**src/common/ipl_pkg.sv**
```systemverilog
// Shared constants and types for the address select and status indicator block
package ipl_pkg;

  // Fixed address prefix and mask for switch-selected addressing
  localparam logic [23:0] FIXED_PREFIX   = 24'hC0A801;     // 192.168.1
  localparam logic [31:0] FIXED_MASK     = 32'hFFFFFF00;   // 255.255.255.0
  localparam logic [7:0]  SW_DHCP_WAIT   = 8'h00;          // Switch value: ask DHCP
  localparam logic [7:0]  SW_DHCP_FORCE  = 8'hFF;          // Switch value: DHCP always

  // Blink and self-test timing
  localparam int          CLK_HZ         = 20_000_000;     // System clock rate
  localparam int          SLOW_BLINK_MS  = 500;            // Half period, slow flash
  localparam int          FAST_BLINK_MS  = 100;            // Half period, flicker
  localparam int          SELFTEST_MS    = 2000;           // Self-test duration
  localparam int          SLOW_CYC       = CLK_HZ / 1000 * SLOW_BLINK_MS;
  localparam int          FAST_CYC       = CLK_HZ / 1000 * FAST_BLINK_MS;
  localparam int          SELFTEST_CYC   = CLK_HZ / 1000 * SELFTEST_MS;

  // Reset values
  localparam logic        DHCP_EN_RST    = 1'b1;           // Delivered with DHCP on

  // Address source
  typedef enum logic [2:0] {
    SRC_NONE    = 3'b000,
    SRC_SWITCH  = 3'b001,
    SRC_DHCP    = 3'b010,
    SRC_STORED  = 3'b011,
    SRC_WAIT    = 3'b100
  } ipl_src_t;

  // Sequencer phase
  typedef enum logic [1:0] {
    PH_INIT     = 2'b00,
    PH_TEST     = 2'b01,
    PH_RUN      = 2'b10
  } ipl_phase_t;

  // Two-colour indicator: green and red/orange
  typedef struct packed {
    logic       green;
    logic       red;
  } ipl_led_t;

  // Address configuration as applied
  typedef struct packed {
    logic [31:0] addr;
    logic [31:0] mask;
    logic        valid;
    logic        dhcp_active;
    ipl_src_t    src;
  } ipl_addr_t;

  // Port link status
  typedef struct packed {
    logic       link;
    logic       fast;
    logic       activity;
  } ipl_port_t;

endpackage : ipl_pkg

```
**src/hw/ipl_top.sv**
```systemverilog
// Address source selection and status indicator driver
`timescale 1ns/10ps
module ipl_top #(
  parameter int SLOW_CYCLES     = ipl_pkg::SLOW_CYC,      // Slow flash half period
  parameter int FAST_CYCLES     = ipl_pkg::FAST_CYC,      // Flicker half period
  parameter int SELFTEST_CYCLES = ipl_pkg::SELFTEST_CYC   // Self-test length
) (
  // Clock and reset
  input  wire logic             CLK_SYS,
  input  wire logic             SYS_RST,
  // Address switch, position one is bit 7
  input  wire logic [7:0]       ADDR_SWITCH,
  // DHCP client result
  input  wire logic             DHCP_DONE,
  input  wire logic [31:0]      DHCP_ADDR,
  input  wire logic [31:0]      DHCP_MASK,
  // Scanner address assignment, one-cycle strobe
  input  wire logic             SCANNER_SET,
  // Web server address assignment, one-cycle strobe
  input  wire logic             WEB_SET,
  // Shared data for both assignments
  input  wire logic [31:0]      SET_ADDR,
  input  wire logic [31:0]      SET_MASK,
  // Module and connection status
  input  wire logic             CONFIGURED,
  input  wire logic             MINOR_FAULT,
  input  wire logic             MAJOR_FAULT,
  input  wire logic             CONN_UP,
  input  wire logic             CONN_LOST,
  input  wire logic             ADDR_CONFLICT,
  // Ethernet port status
  input  wire ipl_pkg::ipl_port_t FIRST_ETHERNET_PORT,
  input  wire ipl_pkg::ipl_port_t SECOND_ETHERNET_PORT,
  // Applied address configuration
  output ipl_pkg::ipl_addr_t    ADDR_CFG,
  output logic                  DHCP_REQUEST,
  output logic                  NET_START,
  // Indicators
  output ipl_pkg::ipl_led_t     MODULE_STATE_INDICATOR,
  output ipl_pkg::ipl_led_t     NETWORK_STATE_INDICATOR,
  output ipl_pkg::ipl_led_t     PORT1_LINK_ACTIVITY_INDICATOR,
  output ipl_pkg::ipl_led_t     PORT2_LINK_ACTIVITY_INDICATOR
);

  // Whole module state
  typedef struct packed {
    ipl_pkg::ipl_phase_t phase;      // Power-up sequencer
    logic [7:0]          sw;         // Switch captured at power-up
    logic                dhcp_en;    // Dynamic acquisition enabled
    logic                stored_ok;  // Network-assigned address held
    logic [31:0]         stored_addr;
    logic [31:0]         stored_mask;
    logic                dhcp_ok;    // DHCP address held
    logic [31:0]         dhcp_addr;
    logic [31:0]         dhcp_mask;
    logic [31:0]         test_cnt;   // Self-test timer
    logic [31:0]         slow_cnt;   // Slow flash divider
    logic                slow;       // Slow flash phase
    logic [31:0]         fast_cnt;   // Flicker divider
    logic                fast;       // Flicker phase
    ipl_pkg::ipl_addr_t  cfg;        // Applied address
    ipl_pkg::ipl_led_t   ms;
    ipl_pkg::ipl_led_t   ns;
    ipl_pkg::ipl_led_t   la1;
    ipl_pkg::ipl_led_t   la2;
  } ipl_state_t;

  ipl_state_t st;                    // Registered state
  ipl_state_t next_st;               // Next state

  // Link indicator: colour by speed, flicker on traffic
  function automatic ipl_pkg::ipl_led_t link_led(input ipl_pkg::ipl_port_t p, input logic fl);
    ipl_pkg::ipl_led_t l;
    logic              on;
    on      = p.link & ~(p.activity & fl);
    l.green = on;
    l.red   = on & ~p.fast;                                       // Orange is green plus red
    return l;
  endfunction

  // Next-state logic
  always_comb begin
    next_st = st;

    // Free-running blink dividers
    if (st.slow_cnt >= 32'(SLOW_CYCLES - 1)) begin
      next_st.slow_cnt = 32'h0000_0000;
      next_st.slow     = ~st.slow;
    end else begin
      next_st.slow_cnt = st.slow_cnt + 32'h0000_0001;
    end
    if (st.fast_cnt >= 32'(FAST_CYCLES - 1)) begin
      next_st.fast_cnt = 32'h0000_0000;
      next_st.fast     = ~st.fast;
    end else begin
      next_st.fast_cnt = st.fast_cnt + 32'h0000_0001;
    end

    case (st.phase)
      // Capture switch once, no command needed
      ipl_pkg::PH_INIT: begin
        next_st.sw       = ADDR_SWITCH;
        next_st.test_cnt = 32'h0000_0000;
        next_st.phase    = ipl_pkg::PH_TEST;
      end
      // Self-test, then start network
      ipl_pkg::PH_TEST: begin
        if (st.test_cnt >= 32'(SELFTEST_CYCLES - 1)) begin
          next_st.phase = ipl_pkg::PH_RUN;
        end else begin
          next_st.test_cnt = st.test_cnt + 32'h0000_0001;
        end
      end
      ipl_pkg::PH_RUN: begin
        next_st.phase = ipl_pkg::PH_RUN;
      end
      default: begin
        next_st.phase = ipl_pkg::PH_INIT;
      end
    endcase

    // DHCP enable follows the captured switch, settled before the run phase
    // so a fixed address never raises a stray request at start-up
    if (st.phase != ipl_pkg::PH_INIT) begin
      if (st.sw == ipl_pkg::SW_DHCP_FORCE) begin
        next_st.dhcp_en   = 1'b1;
        next_st.stored_ok = 1'b0;                                 // Stored setting ignored
      end else if (st.sw != ipl_pkg::SW_DHCP_WAIT) begin
        next_st.dhcp_en   = 1'b0;
      end
    end

    // Address assignments from the network side
    if (st.phase == ipl_pkg::PH_RUN) begin
      if (SCANNER_SET && st.sw == ipl_pkg::SW_DHCP_WAIT && st.dhcp_en) begin
        next_st.stored_ok   = 1'b1;
        next_st.stored_addr = SET_ADDR;
        next_st.stored_mask = SET_MASK;
      end else if (WEB_SET && st.sw != ipl_pkg::SW_DHCP_FORCE) begin
        next_st.stored_ok   = 1'b1;
        next_st.stored_addr = SET_ADDR;
        next_st.stored_mask = SET_MASK;
      end
      // DHCP result latched only while dynamic acquisition runs
      if (DHCP_DONE && st.dhcp_en) begin
        next_st.dhcp_ok   = 1'b1;
        next_st.dhcp_addr = DHCP_ADDR;
        next_st.dhcp_mask = DHCP_MASK;
      end
    end

    // Address source selection
    next_st.cfg = '0;
    next_st.cfg.dhcp_active = next_st.dhcp_en;                    // Same edge as the source
    next_st.cfg.src         = ipl_pkg::SRC_NONE;
    if (st.phase == ipl_pkg::PH_RUN) begin
      if (st.sw != ipl_pkg::SW_DHCP_WAIT && st.sw != ipl_pkg::SW_DHCP_FORCE) begin
        next_st.cfg.addr  = {ipl_pkg::FIXED_PREFIX, st.sw};
        next_st.cfg.mask  = ipl_pkg::FIXED_MASK;
        next_st.cfg.valid = 1'b1;
        next_st.cfg.src   = ipl_pkg::SRC_SWITCH;
      end else if (st.stored_ok && st.sw != ipl_pkg::SW_DHCP_FORCE) begin
        next_st.cfg.addr  = st.stored_addr;
        next_st.cfg.mask  = st.stored_mask;
        next_st.cfg.valid = 1'b1;
        next_st.cfg.src   = ipl_pkg::SRC_STORED;
      end else if (st.dhcp_ok) begin
        next_st.cfg.addr  = st.dhcp_addr;
        next_st.cfg.mask  = st.dhcp_mask;
        next_st.cfg.valid = 1'b1;
        next_st.cfg.src   = ipl_pkg::SRC_DHCP;
      end else begin
        next_st.cfg.src   = ipl_pkg::SRC_WAIT;                    // Waiting for server
      end
    end

    // Indicators
    if (st.phase != ipl_pkg::PH_RUN) begin
      // Both alternate green and red together
      next_st.ms = '{green: ~st.slow, red: st.slow};
      next_st.ns = '{green: ~st.slow, red: st.slow};
    end else begin
      // Module state, major fault takes priority
      if (MAJOR_FAULT) begin
        next_st.ms = '{green: 1'b0, red: 1'b1};                   // Steady red
      end else if (MINOR_FAULT) begin
        next_st.ms = '{green: 1'b0, red: st.slow};                // Flashing red
      end else if (!CONFIGURED) begin
        next_st.ms = '{green: st.slow, red: 1'b0};                // Flashing green
      end else begin
        next_st.ms = '{green: 1'b1, red: 1'b0};                   // Steady green
      end
      // Network state, conflict outranks lost connection
      if (!next_st.cfg.valid) begin
        next_st.ns = '{green: 1'b0, red: 1'b0};
      end else if (ADDR_CONFLICT) begin
        next_st.ns = '{green: 1'b0, red: 1'b1};                   // Steady red
      end else if (CONN_LOST) begin
        next_st.ns = '{green: 1'b0, red: st.slow};                // Flashing red
      end else if (CONN_UP) begin
        next_st.ns = '{green: 1'b1, red: 1'b0};                   // Steady green
      end else begin
        next_st.ns = '{green: st.slow, red: 1'b0};                // Flashing green
      end
    end
    next_st.la1 = link_led(FIRST_ETHERNET_PORT, st.fast);
    next_st.la2 = link_led(SECOND_ETHERNET_PORT, st.fast);
  end

  // State register; DHCP on after reset
  always_ff @(posedge CLK_SYS) begin
    if (SYS_RST) begin
      st         <= '0;
      st.phase   <= ipl_pkg::PH_INIT;
      st.dhcp_en <= ipl_pkg::DHCP_EN_RST;
    end else begin
      st <= next_st;
    end
  end

  // Outputs straight from the state
  assign ADDR_CFG                      = st.cfg;
  assign DHCP_REQUEST                  = (st.phase == ipl_pkg::PH_RUN) & st.dhcp_en & ~st.dhcp_ok;
  assign NET_START                     = (st.phase == ipl_pkg::PH_RUN);
  assign MODULE_STATE_INDICATOR        = st.ms;
  assign NETWORK_STATE_INDICATOR       = st.ns;
  assign PORT1_LINK_ACTIVITY_INDICATOR = st.la1;
  assign PORT2_LINK_ACTIVITY_INDICATOR = st.la2;

endmodule // ipl_top

```
**config.mk**
```make
export PLATFORM = sky130hd
export DESIGN_NAME = ipl_top
export DESIGN_NICKNAME = d
export VERILOG_FILES = /design/src/common/ipl_pkg.sv /design/src/hw/ipl_top.sv
export SDC_FILE = /design/constraint.sdc
export NUM_CORES = 1
export LEC_CHECK = 0
export BUFFER_PORTS_ARGS = -buffer_cell sky130_fd_sc_hd__buf_4
export CAP_MARGIN = 20
export CORE_MARGIN = 3
export CORE_UTILIZATION = 35
export CTS_BUF_LIST = sky130_fd_sc_hd__clkbuf_16
export DETAILED_ROUTE_END_ITERATION = 12
export SLEW_MARGIN = 20
export SYNTH_ARGS = -nofsm -noshare
export SYNTH_HDL_FRONTEND = slang
export SYNTH_SLANG_ARGS = --single-unit
```
**constraint.sdc**
```tcl
create_clock -name CLK_SYS -period 6 [get_ports CLK_SYS]
set_input_delay 0 -clock CLK_SYS [delete_from_list [all_inputs] [get_ports CLK_SYS]]
set_output_delay 0 -clock CLK_SYS [all_outputs]
set_load 0.005 [all_outputs]
```
==> results of run 1 <==
[layout by cell type (no fill, tap or decap), types with 11 or more instances in the layout]
cell type and count:
sky130_fd_sc_hd__dfxtp_1 316, sky130_fd_sc_hd__buf_4 243, sky130_fd_sc_hd__nand2_1 190, sky130_fd_sc_hd__dlygate4sd3_1 167
sky130_fd_sc_hd__nor2_1 124, sky130_fd_sc_hd__a21oi_1 84, sky130_fd_sc_hd__mux2i_1 74, sky130_fd_sc_hd__nand3_1 68
sky130_fd_sc_hd__nor3_1 38, sky130_fd_sc_hd__clkbuf_16 35, sky130_fd_sc_hd__a31oi_1 32, sky130_fd_sc_hd__a22o_1 26
sky130_fd_sc_hd__xnor2_1 24, sky130_fd_sc_hd__inv_1 22, sky130_fd_sc_hd__and3_1 22, sky130_fd_sc_hd__xor2_1 20
sky130_fd_sc_hd__nand4_1 20, sky130_fd_sc_hd__conb_1 19, sky130_fd_sc_hd__nor4_1 13, sky130_fd_sc_hd__o21ai_0 13
sky130_fd_sc_hd__and4_1 11
[cell families (layout without fill, tap and decap cells)]
| kind of cell | after synthesis | in the layout |
|---|---|---|
| compound gates | 208 | 208 |
| other cells | 1 | 19 |
| xor+xnor | 44 | 44 |
| flops | 316 | 316 |
| buf+inv | 178 | 482 |
| mux | 76 | 76 |
| fa+ha+maj | 6 | 6 |
| simple gates | 541 | 541 |
[through the flow]
step / worst slack [ns] / power, µW / hold slack (ns)
floorplan: 3.99 / 3030 / 0.0716
global placement: 3.24 / 3340 / 0.156
detailed placement: 3.21 / 3350 / 0.159
CTS: 2.65 / 5470 / 0.00169
global route: 2.45 / 5670 / 0.0314
finish: 2.66 / 5410 / 0.00505
[final cells by class]
cell class              count  area, µm²  area share
clock inverters            24        185      0.0110
flip-flops and latches    316       6330       0.377
repair buffers            411       3510       0.209
well taps                 455        569      0.0340
multi-input cells         894       5260       0.314
inverters                  12       45.0     0.00269
clock buffers              35        876      0.0522
[critical path: cells and delay by family, from the launching register on]
family	cells	cell delay [ns]
adder cells (fa/ha/maj)	1	0.49
flip-flops	1	0.33
buffers and inverters	4	1.78
AND/OR/NAND/NOR	1	0.06
multiplexers	1	0.28
AO/OA/AOI/OAI	1	0.26
[path summary, 6_finish.rpt]
check | to | startpoint | cells past startpoint | slack (ns)
hold / removal | st[231] | SYS_RST | 2 | 0.005
hold reg to reg | st[175] | st[175] | 2 | 0.45
setup reg to reg | st[295] | st[314] | 8 | 2.66
setup / recovery | st[295] | st[314] | 8 | 2.66
[power groups by stage]
stage               Clock [µW]  Sequential (µW)  Combinational [µW]
CTS                       2050             2360                1060
global route              2130             2380                1160
floorplan                    0             2380                 655
detailed placement           0             2410                 949
global placement             0             2400                 939
finish                    1990             2360                1060
[flip-flops by register name, indices dropped and copies added (netlist names)]
name and count:
NETWORK_STATE_INDICATOR 2, PORT1_LINK_ACTIVITY_INDICATOR 2, PORT2_LINK_ACTIVITY_INDICATOR 2, ADDR_CFG 69
st 239, MODULE_STATE_INDICATOR 2
[metal layers]
layer / up-vias / GRT usage / part of all wire
met5: - / 0 / 0
met4: 0 / 0.0694 / 0.037
met3: 78 / 0.0345 / 0.054
met2: 299 / 0.299 / 0.48
met1: 4987 / 0.220 / 0.43
li1: 5246 / - / -
[repair_timing]
| action | CTS | global route |
|---|---|---|
| buffers inserted | 0 | 0 |
| endpoints found under the hold margin | 144 | 0 |
| hold buffers | 167 | 0 |
==> flow_results.xml, run 1 <==
<?xml version="1.0" encoding="UTF-8"?>
<metrics>
  <group name="status">
    <metric name="status" unit="">finished, final reports clean</metric>
  </group>
  <group name="logic_synthesis">
    <metric name="yosys-mux-area-fraction" unit="">0.0613</metric>
    <metric name="synth_adder_area_share" unit="">0.00600</metric>
    <metric name="synth_sequential_area_ratio" unit="">0.506</metric>
    <metric name="synth_xor_xnor_area_share" unit="">0.0308</metric>
    <metric name="synthTopCellsByArea" unit="">sky130_fd_sc_hd__dfxtp_1 (51%), sky130_fd_sc_hd__mux2i_1 (5.9%), sky130_fd_sc_hd__nand2_1 (5.7%)</metric>
    <metric name="yosys.area.top_type_share" unit="">0.506</metric>
    <metric name="synth_largest_area_cell" unit="">sky130_fd_sc_hd__dfxtp_1</metric>
    <metric name="synth_top_family_by_area" unit="">simple AND/OR/NAND/NOR gates</metric>
    <metric name="yosys.cell_types.count" unit="">63</metric>
    <metric name="synth_enable_flop_cells" unit="">0</metric>
    <metric name="synth-compound-area-share" unit="">0.109</metric>
    <metric name="postSynth.asyncResetShare" unit="">0</metric>
    <metric name="most_frequently_used_flop_master_after_synthesis" unit="">sky130_fd_sc_hd__dfxtp_1</metric>
    <metric name="yosys-top-cells-count" unit="">sky130_fd_sc_hd__dfxtp_1 (316), sky130_fd_sc_hd__nand2_1 (190), sky130_fd_sc_hd__nor2_1 (124)</metric>
    <metric name="count_of_mapped_cells_out_of_synthesis" unit="">1370</metric>
    <metric name="syn_area" unit="µm²">12500</metric>
    <metric name="yosysWarnings" unit="">0</metric>
    <metric name="synth_seq_cells" unit="">316</metric>
    <metric name="synthesis.area_per_instance" unit="µm²">9.13</metric>
    <metric name="synth_most_common_cell" unit="">sky130_fd_sc_hd__dfxtp_1</metric>
    <metric name="post_synth_and_or_nand_nor_area_fraction" unit="">0.204</metric>
  </group>
  <group name="worst_setup_path">
    <metric name="cp_data_required_time" unit="ns">6.39</metric>
    <metric name="end_kind" unit="">register</metric>
    <metric name="critical_path_arrival" unit="ns">3.74</metric>
    <metric name="worstPathMaxFanout" unit="">41</metric>
    <metric name="critical_path.cell_chain" unit="">inv_1 &gt; ha_1 &gt; a21boi_4 &gt; buf_4 &gt; buf_4 &gt; mux2i_1 &gt; nor2_1 &gt; dlygate4sd3_1</metric>
    <metric name="critical_path.most_common_cell" unit="">sky130_fd_sc_hd__buf_4</metric>
    <metric name="worstSetupPathType" unit="">register to register</metric>
    <metric name="start_kind" unit="">register</metric>
    <metric name="worst_path_largest_cell_delay" unit="ns">0.69</metric>
    <metric name="cp_slowest_cell" unit="">sky130_fd_sc_hd__buf_4</metric>
  </group>
  <group name="grt">
    <metric name="grt_overflow_total" unit="">0</metric>
    <metric name="vias_in_the_first_global_route" unit="">10742</metric>
    <metric name="grt_start_max_net_pins" unit="">97</metric>
    <metric name="grt_first_pass_wirelength" unit="µm">55700</metric>
    <metric name="global_route.usage.total" unit="">0.176</metric>
    <metric name="grt_antenna_before_repair" unit="">0</metric>
  </group>
  <group name="finish">
    <metric name="post_route_cells_drive_above_1_share" unit="">0.181</metric>
    <metric name="postLayoutCellArea" unit="µm²">16800</metric>
    <metric name="final_util" unit="">0.481</metric>
    <metric name="num_antenna_cells" unit="">0</metric>
    <metric name="layoutNonFillerInstCount" unit="">2147</metric>
    <metric name="layout.nets" unit="">1829</metric>
    <metric name="num-fill-cells" unit="">3269</metric>
    <metric name="area_growth_syn_to_layout" unit="%">34.1</metric>
  </group>
  <group name="pwr">
    <metric name="netSwitchingPower" unit="µW">1530</metric>
    <metric name="p_leak" unit="µW">0.00652</metric>
    <metric name="combPwrFrac" unit="">0.195</metric>
    <metric name="power_frac_clock" unit="">0.368</metric>
    <metric name="pwr-share-seq" unit="">0.437</metric>
    <metric name="power.share.switching" unit="">0.283</metric>
    <metric name="worst_vdd_rail_ir_drop" unit="µV">220</metric>
    <metric name="power.internal" unit="µW">3880</metric>
    <metric name="cellPowerDensity" unit="nW/µm²">323</metric>
  </group>
  <group name="timing">
    <metric name="clock_skew" unit="ns">0.0201</metric>
    <metric name="final.period_utilization" unit="">0.557</metric>
    <metric name="count_of_final_setup_violators" unit="">0</metric>
    <metric name="rsz_0062_raised_after_global_routing" unit="">no</metric>
    <metric name="hold_viol_final" unit="">0</metric>
    <metric name="achievable-frequency" unit="MHz">299</metric>
    <metric name="layout_min_cycle_time" unit="ns">3.34</metric>
    <metric name="tightest_slew" unit="ns">1.03</metric>
    <metric name="drv_slew" unit="">0</metric>
    <metric name="timing.slew.headroom" unit="">0.312</metric>
    <metric name="final.setup.tns" unit="ns">0</metric>
  </group>
  <group name="clock_tree">
    <metric name="clockBufferDepth" unit="">3</metric>
    <metric name="ctsResizeCount" unit="">0</metric>
    <metric name="cts-buffers-inserted" unit="">35</metric>
    <metric name="tritoncts_clock_tree" unit="">built</metric>
    <metric name="clkTransAtPathRegs" unit="ns">0.06</metric>
    <metric name="insertion_delay" unit="ns">0.51</metric>
    <metric name="clock_sinks" unit="">316</metric>
    <metric name="ctsHtreeMaxLevel" unit="">2</metric>
    <metric name="cts_root_buffer" unit="">sky130_fd_sc_hd__clkbuf_16</metric>
  </group>
  <group name="drt">
    <metric name="detailroute.via_count" unit="">10610</metric>
    <metric name="drcViolationCount" unit="">0</metric>
    <metric name="antenna_violating_nets_post_route" unit="">0</metric>
    <metric name="route.detailed.wl_per_inst" unit="µm">16.1</metric>
    <metric name="totalWireLength" unit="µm">34700</metric>
    <metric name="drtIter0Drc" unit="">573</metric>
    <metric name="drt_pass1_iterations" unit="">5</metric>
    <metric name="avgViaCountPerCell" unit="">4.94</metric>
  </group>
  <group name="run">
    <metric name="max-cap-violations" unit="">0</metric>
  </group>
  <group name="floorplan">
    <metric name="floorplan.die_area" unit="µm²">38000</metric>
    <metric name="core" unit="µm²">34900</metric>
    <metric name="die_y" unit="µm">195</metric>
    <metric name="rows" unit="">68</metric>
    <metric name="design.portCount" unit="">232</metric>
    <metric name="initial_util" unit="">0.358</metric>
    <metric name="overall_die_width" unit="µm">195</metric>
  </group>
  <group name="hold_path">
    <metric name="worst_hold_path_type" unit="">primary input to register</metric>
  </group>
  <group name="placed_design">
    <metric name="placement.io_buffers" unit="">231</metric>
    <metric name="post_dp_cell_area" unit="µm²">14000</metric>
    <metric name="numPlacedInstances" unit="">1921</metric>
    <metric name="place_congestion" unit="">0.793</metric>
    <metric name="place_hpwl" unit="µm">21800</metric>
  </group>
</metrics>
Power figures use the tool's default switching activity.
==> run 2: changes to the inputs <==
==> constraint.sdc (replaced) <==
create_clock -name CLK_SYS -period 2.93 [get_ports CLK_SYS]
set_input_delay 0 -clock CLK_SYS [delete_from_list [all_inputs] [get_ports CLK_SYS]]
set_output_delay 0 -clock CLK_SYS [all_outputs]
set_load 0.005 [all_outputs]
==> flow_results.xml, run 2 (same netlist as run 1, synthesis figures left out) <==
<?xml version="1.0" encoding="UTF-8"?>
<metrics>
  <group name="pwr">
    <metric name="pwr-share-seq" unit="">0.441</metric>
    <metric name="power.internal" unit="µW">7860</metric>
    <metric name="power_frac_clock" unit="">0.349</metric>
    <metric name="worst_vdd_rail_ir_drop" unit="µV">398</metric>
    <metric name="power.share.switching" unit="">0.285</metric>
    <metric name="cellPowerDensity" unit="nW/µm²">653</metric>
    <metric name="combPwrFrac" unit="">0.210</metric>
    <metric name="netSwitchingPower" unit="µW">3140</metric>
    <metric name="p_leak" unit="µW">0.00656</metric>
  </group>
  <group name="clock_tree">
    <metric name="cts-buffers-inserted" unit="">35</metric>
    <metric name="insertion_delay" unit="ns">0.50</metric>
    <metric name="tritoncts_clock_tree" unit="">built</metric>
    <metric name="cts_root_buffer" unit="">sky130_fd_sc_hd__clkbuf_16</metric>
    <metric name="clock_sinks" unit="">316</metric>
    <metric name="clockBufferDepth" unit="">3</metric>
    <metric name="ctsHtreeMaxLevel" unit="">2</metric>
    <metric name="clkTransAtPathRegs" unit="ns">0.06</metric>
  </group>
  <group name="timing">
    <metric name="rsz_0062_raised_after_global_routing" unit="">no</metric>
    <metric name="hold_viol_final" unit="">0</metric>
    <metric name="drv_slew" unit="">0</metric>
    <metric name="final.period_utilization" unit="">0.945</metric>
    <metric name="final_critical_path_setup_slack" unit="ns">0.162</metric>
    <metric name="timing.slew.headroom" unit="">0.378</metric>
    <metric name="count_of_final_setup_violators" unit="">0</metric>
    <metric name="achievable-frequency" unit="MHz">361</metric>
    <metric name="clock_skew" unit="ns">0.0130</metric>
    <metric name="layout_min_cycle_time" unit="ns">2.77</metric>
    <metric name="final.setup.tns" unit="ns">0</metric>
    <metric name="tightest_slew" unit="ns">0.933</metric>
  </group>
  <group name="drt">
    <metric name="drt_pass1_iterations" unit="">6</metric>
    <metric name="detailroute.via_count" unit="">10592</metric>
    <metric name="antenna_violating_nets_post_route" unit="">0</metric>
    <metric name="avgViaCountPerCell" unit="">4.90</metric>
    <metric name="drtIter0Drc" unit="">644</metric>
    <metric name="route.detailed.wl_per_inst" unit="µm">16.0</metric>
    <metric name="drcViolationCount" unit="">0</metric>
    <metric name="totalWireLength" unit="µm">34700</metric>
  </group>
  <group name="floorplan">
    <metric name="core" unit="µm²">34900</metric>
    <metric name="floorplan.die_area" unit="µm²">38000</metric>
    <metric name="overall_die_width" unit="µm">195</metric>
    <metric name="rows" unit="">68</metric>
    <metric name="design.portCount" unit="">232</metric>
    <metric name="initial_util" unit="">0.358</metric>
    <metric name="die_y" unit="µm">195</metric>
  </group>
  <group name="worst_setup_path">
    <metric name="critical_path_arrival" unit="ns">3.15</metric>
    <metric name="cp_slowest_cell" unit="">sky130_fd_sc_hd__dlygate4sd3_1</metric>
    <metric name="critical_path.cell_chain" unit="">nand4_1 &gt; or2_4 &gt; a211oi_1 &gt; buf_4 &gt; o32a_1 &gt; dlygate4sd3_1 &gt; nor2_1 &gt; dlygate4sd3_1</metric>
    <metric name="start_kind" unit="">register</metric>
    <metric name="rr_worst_depth" unit="">8</metric>
    <metric name="worstSetupPathType" unit="">register to register</metric>
    <metric name="worst-r2r-setup-slack" unit="ns">0.16</metric>
    <metric name="end_kind" unit="">register</metric>
    <metric name="cp_data_required_time" unit="ns">3.31</metric>
    <metric name="worst_path_largest_cell_delay" unit="ns">0.56</metric>
    <metric name="crit_family" unit="">buffers and inverters</metric>
    <metric name="reg2reg_from" unit="">st[306]</metric>
    <metric name="worstPathMaxFanout" unit="">7</metric>
    <metric name="critical_path.most_common_cell" unit="">sky130_fd_sc_hd__dlygate4sd3_1</metric>
    <metric name="crit-reg2reg-capture" unit="">NETWORK_STATE_INDICATOR[1]</metric>
    <metric name="worstPathBufferInverterCount" unit="">3</metric>
  </group>
  <group name="finish">
    <metric name="final_common_cell" unit="">sky130_fd_sc_hd__dfxtp_1</metric>
    <metric name="multi_input_combinational_cell_area" unit="µm²">5270</metric>
    <metric name="num-fill-cells" unit="">3229</metric>
    <metric name="post_route_cells_drive_above_1_share" unit="">0.190</metric>
    <metric name="top_register" unit="">st</metric>
    <metric name="final_cell_mix" unit="">sky130_fd_sc_hd__dfxtp_1 (314), sky130_fd_sc_hd__buf_4 (257), sky130_fd_sc_hd__nand2_1 (190)</metric>
    <metric name="seq_area" unit="µm²">6330</metric>
    <metric name="max_ffs_per_register" unit="">239</metric>
    <metric name="layout.nets" unit="">1843</metric>
    <metric name="area_growth_syn_to_layout" unit="%">34.7</metric>
  </group>
  <group name="run">
    <metric name="max-cap-violations" unit="">0</metric>
  </group>
  <group name="hold_path">
    <metric name="worst_hold_path.endpoint" unit="">st[180]</metric>
    <metric name="worst_hold_path_type" unit="">primary input to register</metric>
    <metric name="hp-start" unit="">DHCP_DONE</metric>
    <metric name="hold_path_depth" unit="">4</metric>
  </group>
  <group name="grt">
    <metric name="grt_antenna_before_repair" unit="">1</metric>
    <metric name="grt_overflow_total" unit="">0</metric>
    <metric name="grt_start_max_net_pins" unit="">85</metric>
    <metric name="global_route.usage.total" unit="">0.176</metric>
    <metric name="vias_in_the_first_global_route" unit="">10578</metric>
    <metric name="grt_first_pass_wirelength" unit="µm">55500</metric>
  </group>
  <group name="placed_design">
    <metric name="pre_cts_ws" unit="ns">0.599</metric>
    <metric name="place_congestion" unit="">0.813</metric>
    <metric name="placement.io_buffers" unit="">231</metric>
    <metric name="place_hpwl" unit="µm">21800</metric>
  </group>
  <group name="status">
    <metric name="status" unit="">finished, final reports clean</metric>
  </group>
</metrics>
## run 2: power groups by stage
stage / clock, µW / combinational [µW] / sequential, µW
final: 3840 / 2310 / 4850
after global routing: 4130 / 2540 / 4880
after CTS: 3950 / 2300 / 4830
after detailed placement: 0 / 2050 / 4920
after global placement: 0 / 2040 / 4920
after floorplan: 0 / 1340 / 4870
## run 2: area by class of cell
type                    instances  share of cell area
repair buffers                425               0.217
clock inverters                25             0.00631
diodes                          1            0.000149
multi-input cells             894               0.313
inverters                      12             0.00267
clock buffers                  35              0.0520
flip-flops and latches        316               0.376
well taps                     455              0.0338
## run 2: worst register-to-register path, cell delays in order, from the launching register on
cell	delay, ns
sky130_fd_sc_hd__dfxtp_1	0.42
sky130_fd_sc_hd__nand4_1	0.21
sky130_fd_sc_hd__or2_4	0.33
sky130_fd_sc_hd__a211oi_1	0.21
sky130_fd_sc_hd__buf_4	0.19
sky130_fd_sc_hd__o32a_1	0.15
sky130_fd_sc_hd__dlygate4sd3_1	0.54
sky130_fd_sc_hd__nor2_1	0.04
sky130_fd_sc_hd__dlygate4sd3_1	0.56
## run 2: through the flow
| step | cell area [µm²] | hold WS, ns | cells | util | total power (µW) |
|---|---|---|---|---|---|
| floorplan | 12600 | 0.0716 | 1388 | - | 6210 |
| global placement | 14200 | 0.157 | 1934 | 0.406 | 6950 |
| detailed placement | 14200 | 0.159 | 1934 | 0.406 | 6980 |
| CTS | 16800 | 0.0481 | 2157 | 0.481 | 11100 |
| global route | 16800 | 0.0758 | 2163 | 0.483 | 11500 |
| finish | 16800 | 0.0576 | 2163 | 0.483 | 11000 |
## run 2: worst max-delay path by stage
stage	start	to	slack, ns	depth (start not counted)
final	st[306]	NETWORK_STATE_INDICATOR[1]	0.16	8
after global routing	st[306]	NETWORK_STATE_INDICATOR[1]	0.01	8
after CTS	st[311]	NETWORK_STATE_INDICATOR[1]	0.03	8
after detailed placement	st[174]	st[163]	0.60	5
after global placement	st[174]	st[155]	0.62	5
after floorplan	st[143]	st[149]	0.92	7
## run 2: per-layer routing
layer / vias to the layer above / track usage / part of all wire / wire length (µm)
met5: - / 0 / 0 / 0
met1: 4992 / 0.216 / 0.43 / 14800
met2: 259 / 0.317 / 0.50 / 17300
met3: 68 / 0.0278 / 0.047 / 1620
li1: 5273 / - / - / -
met4: 0 / 0.0549 / 0.028 / 984
## run 2: what timing repair did
action                     CTS  global route
hold buffers               163             0
setup endpoints to repair    0             1
hold endpoints to repair   159             0
resized for setup            0             6
setup buffers                0             5
==> run 3: changes to the inputs <==
--- a/config.mk
+++ b/config.mk
@@ -7,10 +7,12 @@
 export LEC_CHECK = 0
 export BUFFER_PORTS_ARGS = -buffer_cell sky130_fd_sc_hd__buf_4
 export CAP_MARGIN = 20
+export CORE_ASPECT_RATIO = 1.2
 export CORE_MARGIN = 3
 export CORE_UTILIZATION = 35
 export CTS_BUF_LIST = sky130_fd_sc_hd__clkbuf_16
 export DETAILED_ROUTE_END_ITERATION = 12
+export PLACE_DENSITY = 0.59
 export SLEW_MARGIN = 20
 export SYNTH_ARGS = -nofsm -noshare
 export SYNTH_HDL_FRONTEND = slang
==> flow_results.xml, run 3 (same netlist as run 1, synthesis figures left out) <==
<?xml version="1.0" encoding="UTF-8"?>
<metrics>
  <group name="worst_setup_path">
    <metric name="worstPathMaxFanout" unit="">31</metric>
    <metric name="worstSetupPathType" unit="">register to register</metric>
    <metric name="worstPathBufferInverterCount" unit="">2</metric>
    <metric name="critical_path.cell_chain" unit="">nor4_1 &gt; nand4_1 &gt; a21boi_4 &gt; buf_6 &gt; mux2i_1 &gt; nor2_1 &gt; dlygate4sd3_1</metric>
    <metric name="crit_family" unit="">buffers and inverters</metric>
    <metric name="cp_data_required_time" unit="ns">3.32</metric>
    <metric name="critPathLaunch" unit="">st[308]</metric>
    <metric name="critical_path_arrival" unit="ns">3.01</metric>
    <metric name="worst_path_largest_cell_delay" unit="ns">0.61</metric>
    <metric name="end_kind" unit="">register</metric>
    <metric name="reg2reg_from" unit="">st[308]</metric>
    <metric name="cp_slowest_cell" unit="">sky130_fd_sc_hd__dlygate4sd3_1</metric>
    <metric name="start_kind" unit="">register</metric>
  </group>
  <group name="finish">
    <metric name="area_growth_syn_to_layout" unit="%">35.9</metric>
    <metric name="top_register" unit="">st</metric>
    <metric name="final_common_cell" unit="">sky130_fd_sc_hd__dfxtp_1</metric>
    <metric name="num-fill-cells" unit="">3274</metric>
    <metric name="final_util" unit="">0.484</metric>
    <metric name="final_cell_mix" unit="">sky130_fd_sc_hd__dfxtp_1 (316), sky130_fd_sc_hd__buf_4 (250), sky130_fd_sc_hd__nand2_1 (190)</metric>
    <metric name="num_antenna_cells" unit="">0</metric>
    <metric name="layout.nets" unit="">1859</metric>
    <metric name="post_route_cells_drive_above_1_share" unit="">0.183</metric>
    <metric name="max_ffs_per_register" unit="">239</metric>
  </group>
  <group name="timing">
    <metric name="rsz_0062_raised_after_global_routing" unit="">no</metric>
    <metric name="final.period_utilization" unit="">0.897</metric>
    <metric name="final.setup.tns" unit="ns">0</metric>
    <metric name="layout_min_cycle_time" unit="ns">2.63</metric>
    <metric name="count_of_final_setup_violators" unit="">0</metric>
    <metric name="achievable-frequency" unit="MHz">381</metric>
    <metric name="drv_slew" unit="">0</metric>
    <metric name="hold_viol_final" unit="">0</metric>
    <metric name="tightest_slew" unit="ns">0.730</metric>
    <metric name="timing.slew.headroom" unit="">0.513</metric>
    <metric name="clock_skew" unit="ns">0.0201</metric>
  </group>
  <group name="pwr">
    <metric name="cellPowerDensity" unit="nW/µm²">644</metric>
    <metric name="worst_vdd_rail_ir_drop" unit="µV">416</metric>
    <metric name="p_leak" unit="µW">0.00667</metric>
  </group>
  <group name="clock_tree">
    <metric name="cts-buffers-inserted" unit="">35</metric>
    <metric name="tritoncts_clock_tree" unit="">built</metric>
    <metric name="clkTransAtPathRegs" unit="ns">0.06</metric>
    <metric name="ctsHtreeMaxLevel" unit="">2</metric>
    <metric name="clockBufferDepth" unit="">3</metric>
    <metric name="post_cts.repair.setup_buffers" unit="">0</metric>
    <metric name="insertion_delay" unit="ns">0.51</metric>
    <metric name="cts_root_buffer" unit="">sky130_fd_sc_hd__clkbuf_16</metric>
    <metric name="clock_sinks" unit="">316</metric>
  </group>
  <group name="floorplan">
    <metric name="core" unit="µm²">35100</metric>
    <metric name="die_y" unit="µm">213</metric>
    <metric name="design.portCount" unit="">232</metric>
    <metric name="initial_util" unit="">0.356</metric>
    <metric name="floorplan.die_area" unit="µm²">38000</metric>
    <metric name="overall_die_width" unit="µm">179</metric>
    <metric name="rows" unit="">75</metric>
  </group>
  <group name="grt">
    <metric name="grt-busiest-layer" unit="">met2</metric>
    <metric name="grt_first_pass_wirelength" unit="µm">54000</metric>
    <metric name="met2_usage" unit="">0.304</metric>
    <metric name="grt_antenna_before_repair" unit="">1</metric>
    <metric name="vias_in_the_first_global_route" unit="">10586</metric>
    <metric name="grt_overflow_total" unit="">0</metric>
    <metric name="use_met3" unit="">0.0324</metric>
    <metric name="grt_start_max_net_pins" unit="">101</metric>
    <metric name="use_met1" unit="">0.214</metric>
    <metric name="global_route.usage.total" unit="">0.175</metric>
  </group>
  <group name="status">
    <metric name="status" unit="">finished, final reports clean</metric>
  </group>
  <group name="placed_design">
    <metric name="place_congestion" unit="">0.803</metric>
    <metric name="place_hpwl" unit="µm">21500</metric>
    <metric name="placement.io_buffers" unit="">231</metric>
  </group>
  <group name="drt">
    <metric name="drtIter0Drc" unit="">740</metric>
    <metric name="route.detailed.wl_per_inst" unit="µm">15.8</metric>
    <metric name="detailroute.via_count" unit="">10674</metric>
    <metric name="antenna_violating_nets_post_route" unit="">0</metric>
    <metric name="avgViaCountPerCell" unit="">4.89</metric>
    <metric name="drcViolationCount" unit="">0</metric>
    <metric name="drt_pass1_iterations" unit="">5</metric>
    <metric name="totalWireLength" unit="µm">34500</metric>
  </group>
  <group name="hold_path">
    <metric name="hp-start" unit="">SYS_RST</metric>
    <metric name="worst_hold_path_type" unit="">primary input to register</metric>
  </group>
  <group name="run">
    <metric name="max-cap-violations" unit="">0</metric>
  </group>
</metrics>
[run 3: changes by cell type in the layout (fill, tap and decap cells not counted), moves of 2 or more]
cell                            previous run  this run
sky130_fd_sc_hd__buf_4                   257       250
sky130_fd_sc_hd__clkinv_1                 10         6
sky130_fd_sc_hd__dfxtp_1                 314       316
sky130_fd_sc_hd__dfxtp_2                   2         0
sky130_fd_sc_hd__dlygate4sd3_1           163       186
sky130_fd_sc_hd__nor4_1                   11        13
[run 3: cell type report]
type	count	area [µm²]	area share
well taps	462	578	0.0340
clock inverters	21	97.6	0.00574
repair buffers	441	3820	0.225
clock buffers	35	876	0.0516
inverters	12	45.0	0.00265
multi-input cells	894	5250	0.309
flip-flops and latches	316	6330	0.372
[run 3: metal layers]
layer	routed length [µm]	up-vias
met5	13	-
met4	1200	2
met3	1990	75
met2	16700	305
met1	14700	4995
li1	-	5297
[run 3: report_power, final]
part | switching [µW] | internal (µW)
combinational | 1230 | 1040
sequential | 199 | 4650
clock | 1660 | 2160
total | 3100 | 7850
[run 3: stage by stage]
step	hold WS (ns)	power, µW	worst slack (ns)	instances	cell area (µm²)
after floorplan	0.0716	6210	0.920	1388	12600
after global placement	0.157	6890	0.647	1939	14100
after detailed placement	0.157	6920	0.605	1939	14100
after CTS	0.000372	11100	0.212	2181	17000
after global routing	0.0338	11500	0.122	2181	17000
final	0.0160	10900	0.302	2181	17000
[run 3: final timing paths]
path	endpoint	slack (ns)	depth (start not counted)
worst max register to register	st[298]	0.30	7
worst min-delay path	st[315]	0.02	2
worst min register to register	st[184]	0.45	2
worst max-delay path	st[298]	0.30	7
[run 3: what timing repair did]
action                                  CTS  global route
gates resized for setup                   0             1
hold buffers                            186             0
endpoints found under the setup margin    0             3
endpoints found under the hold margin   144             0
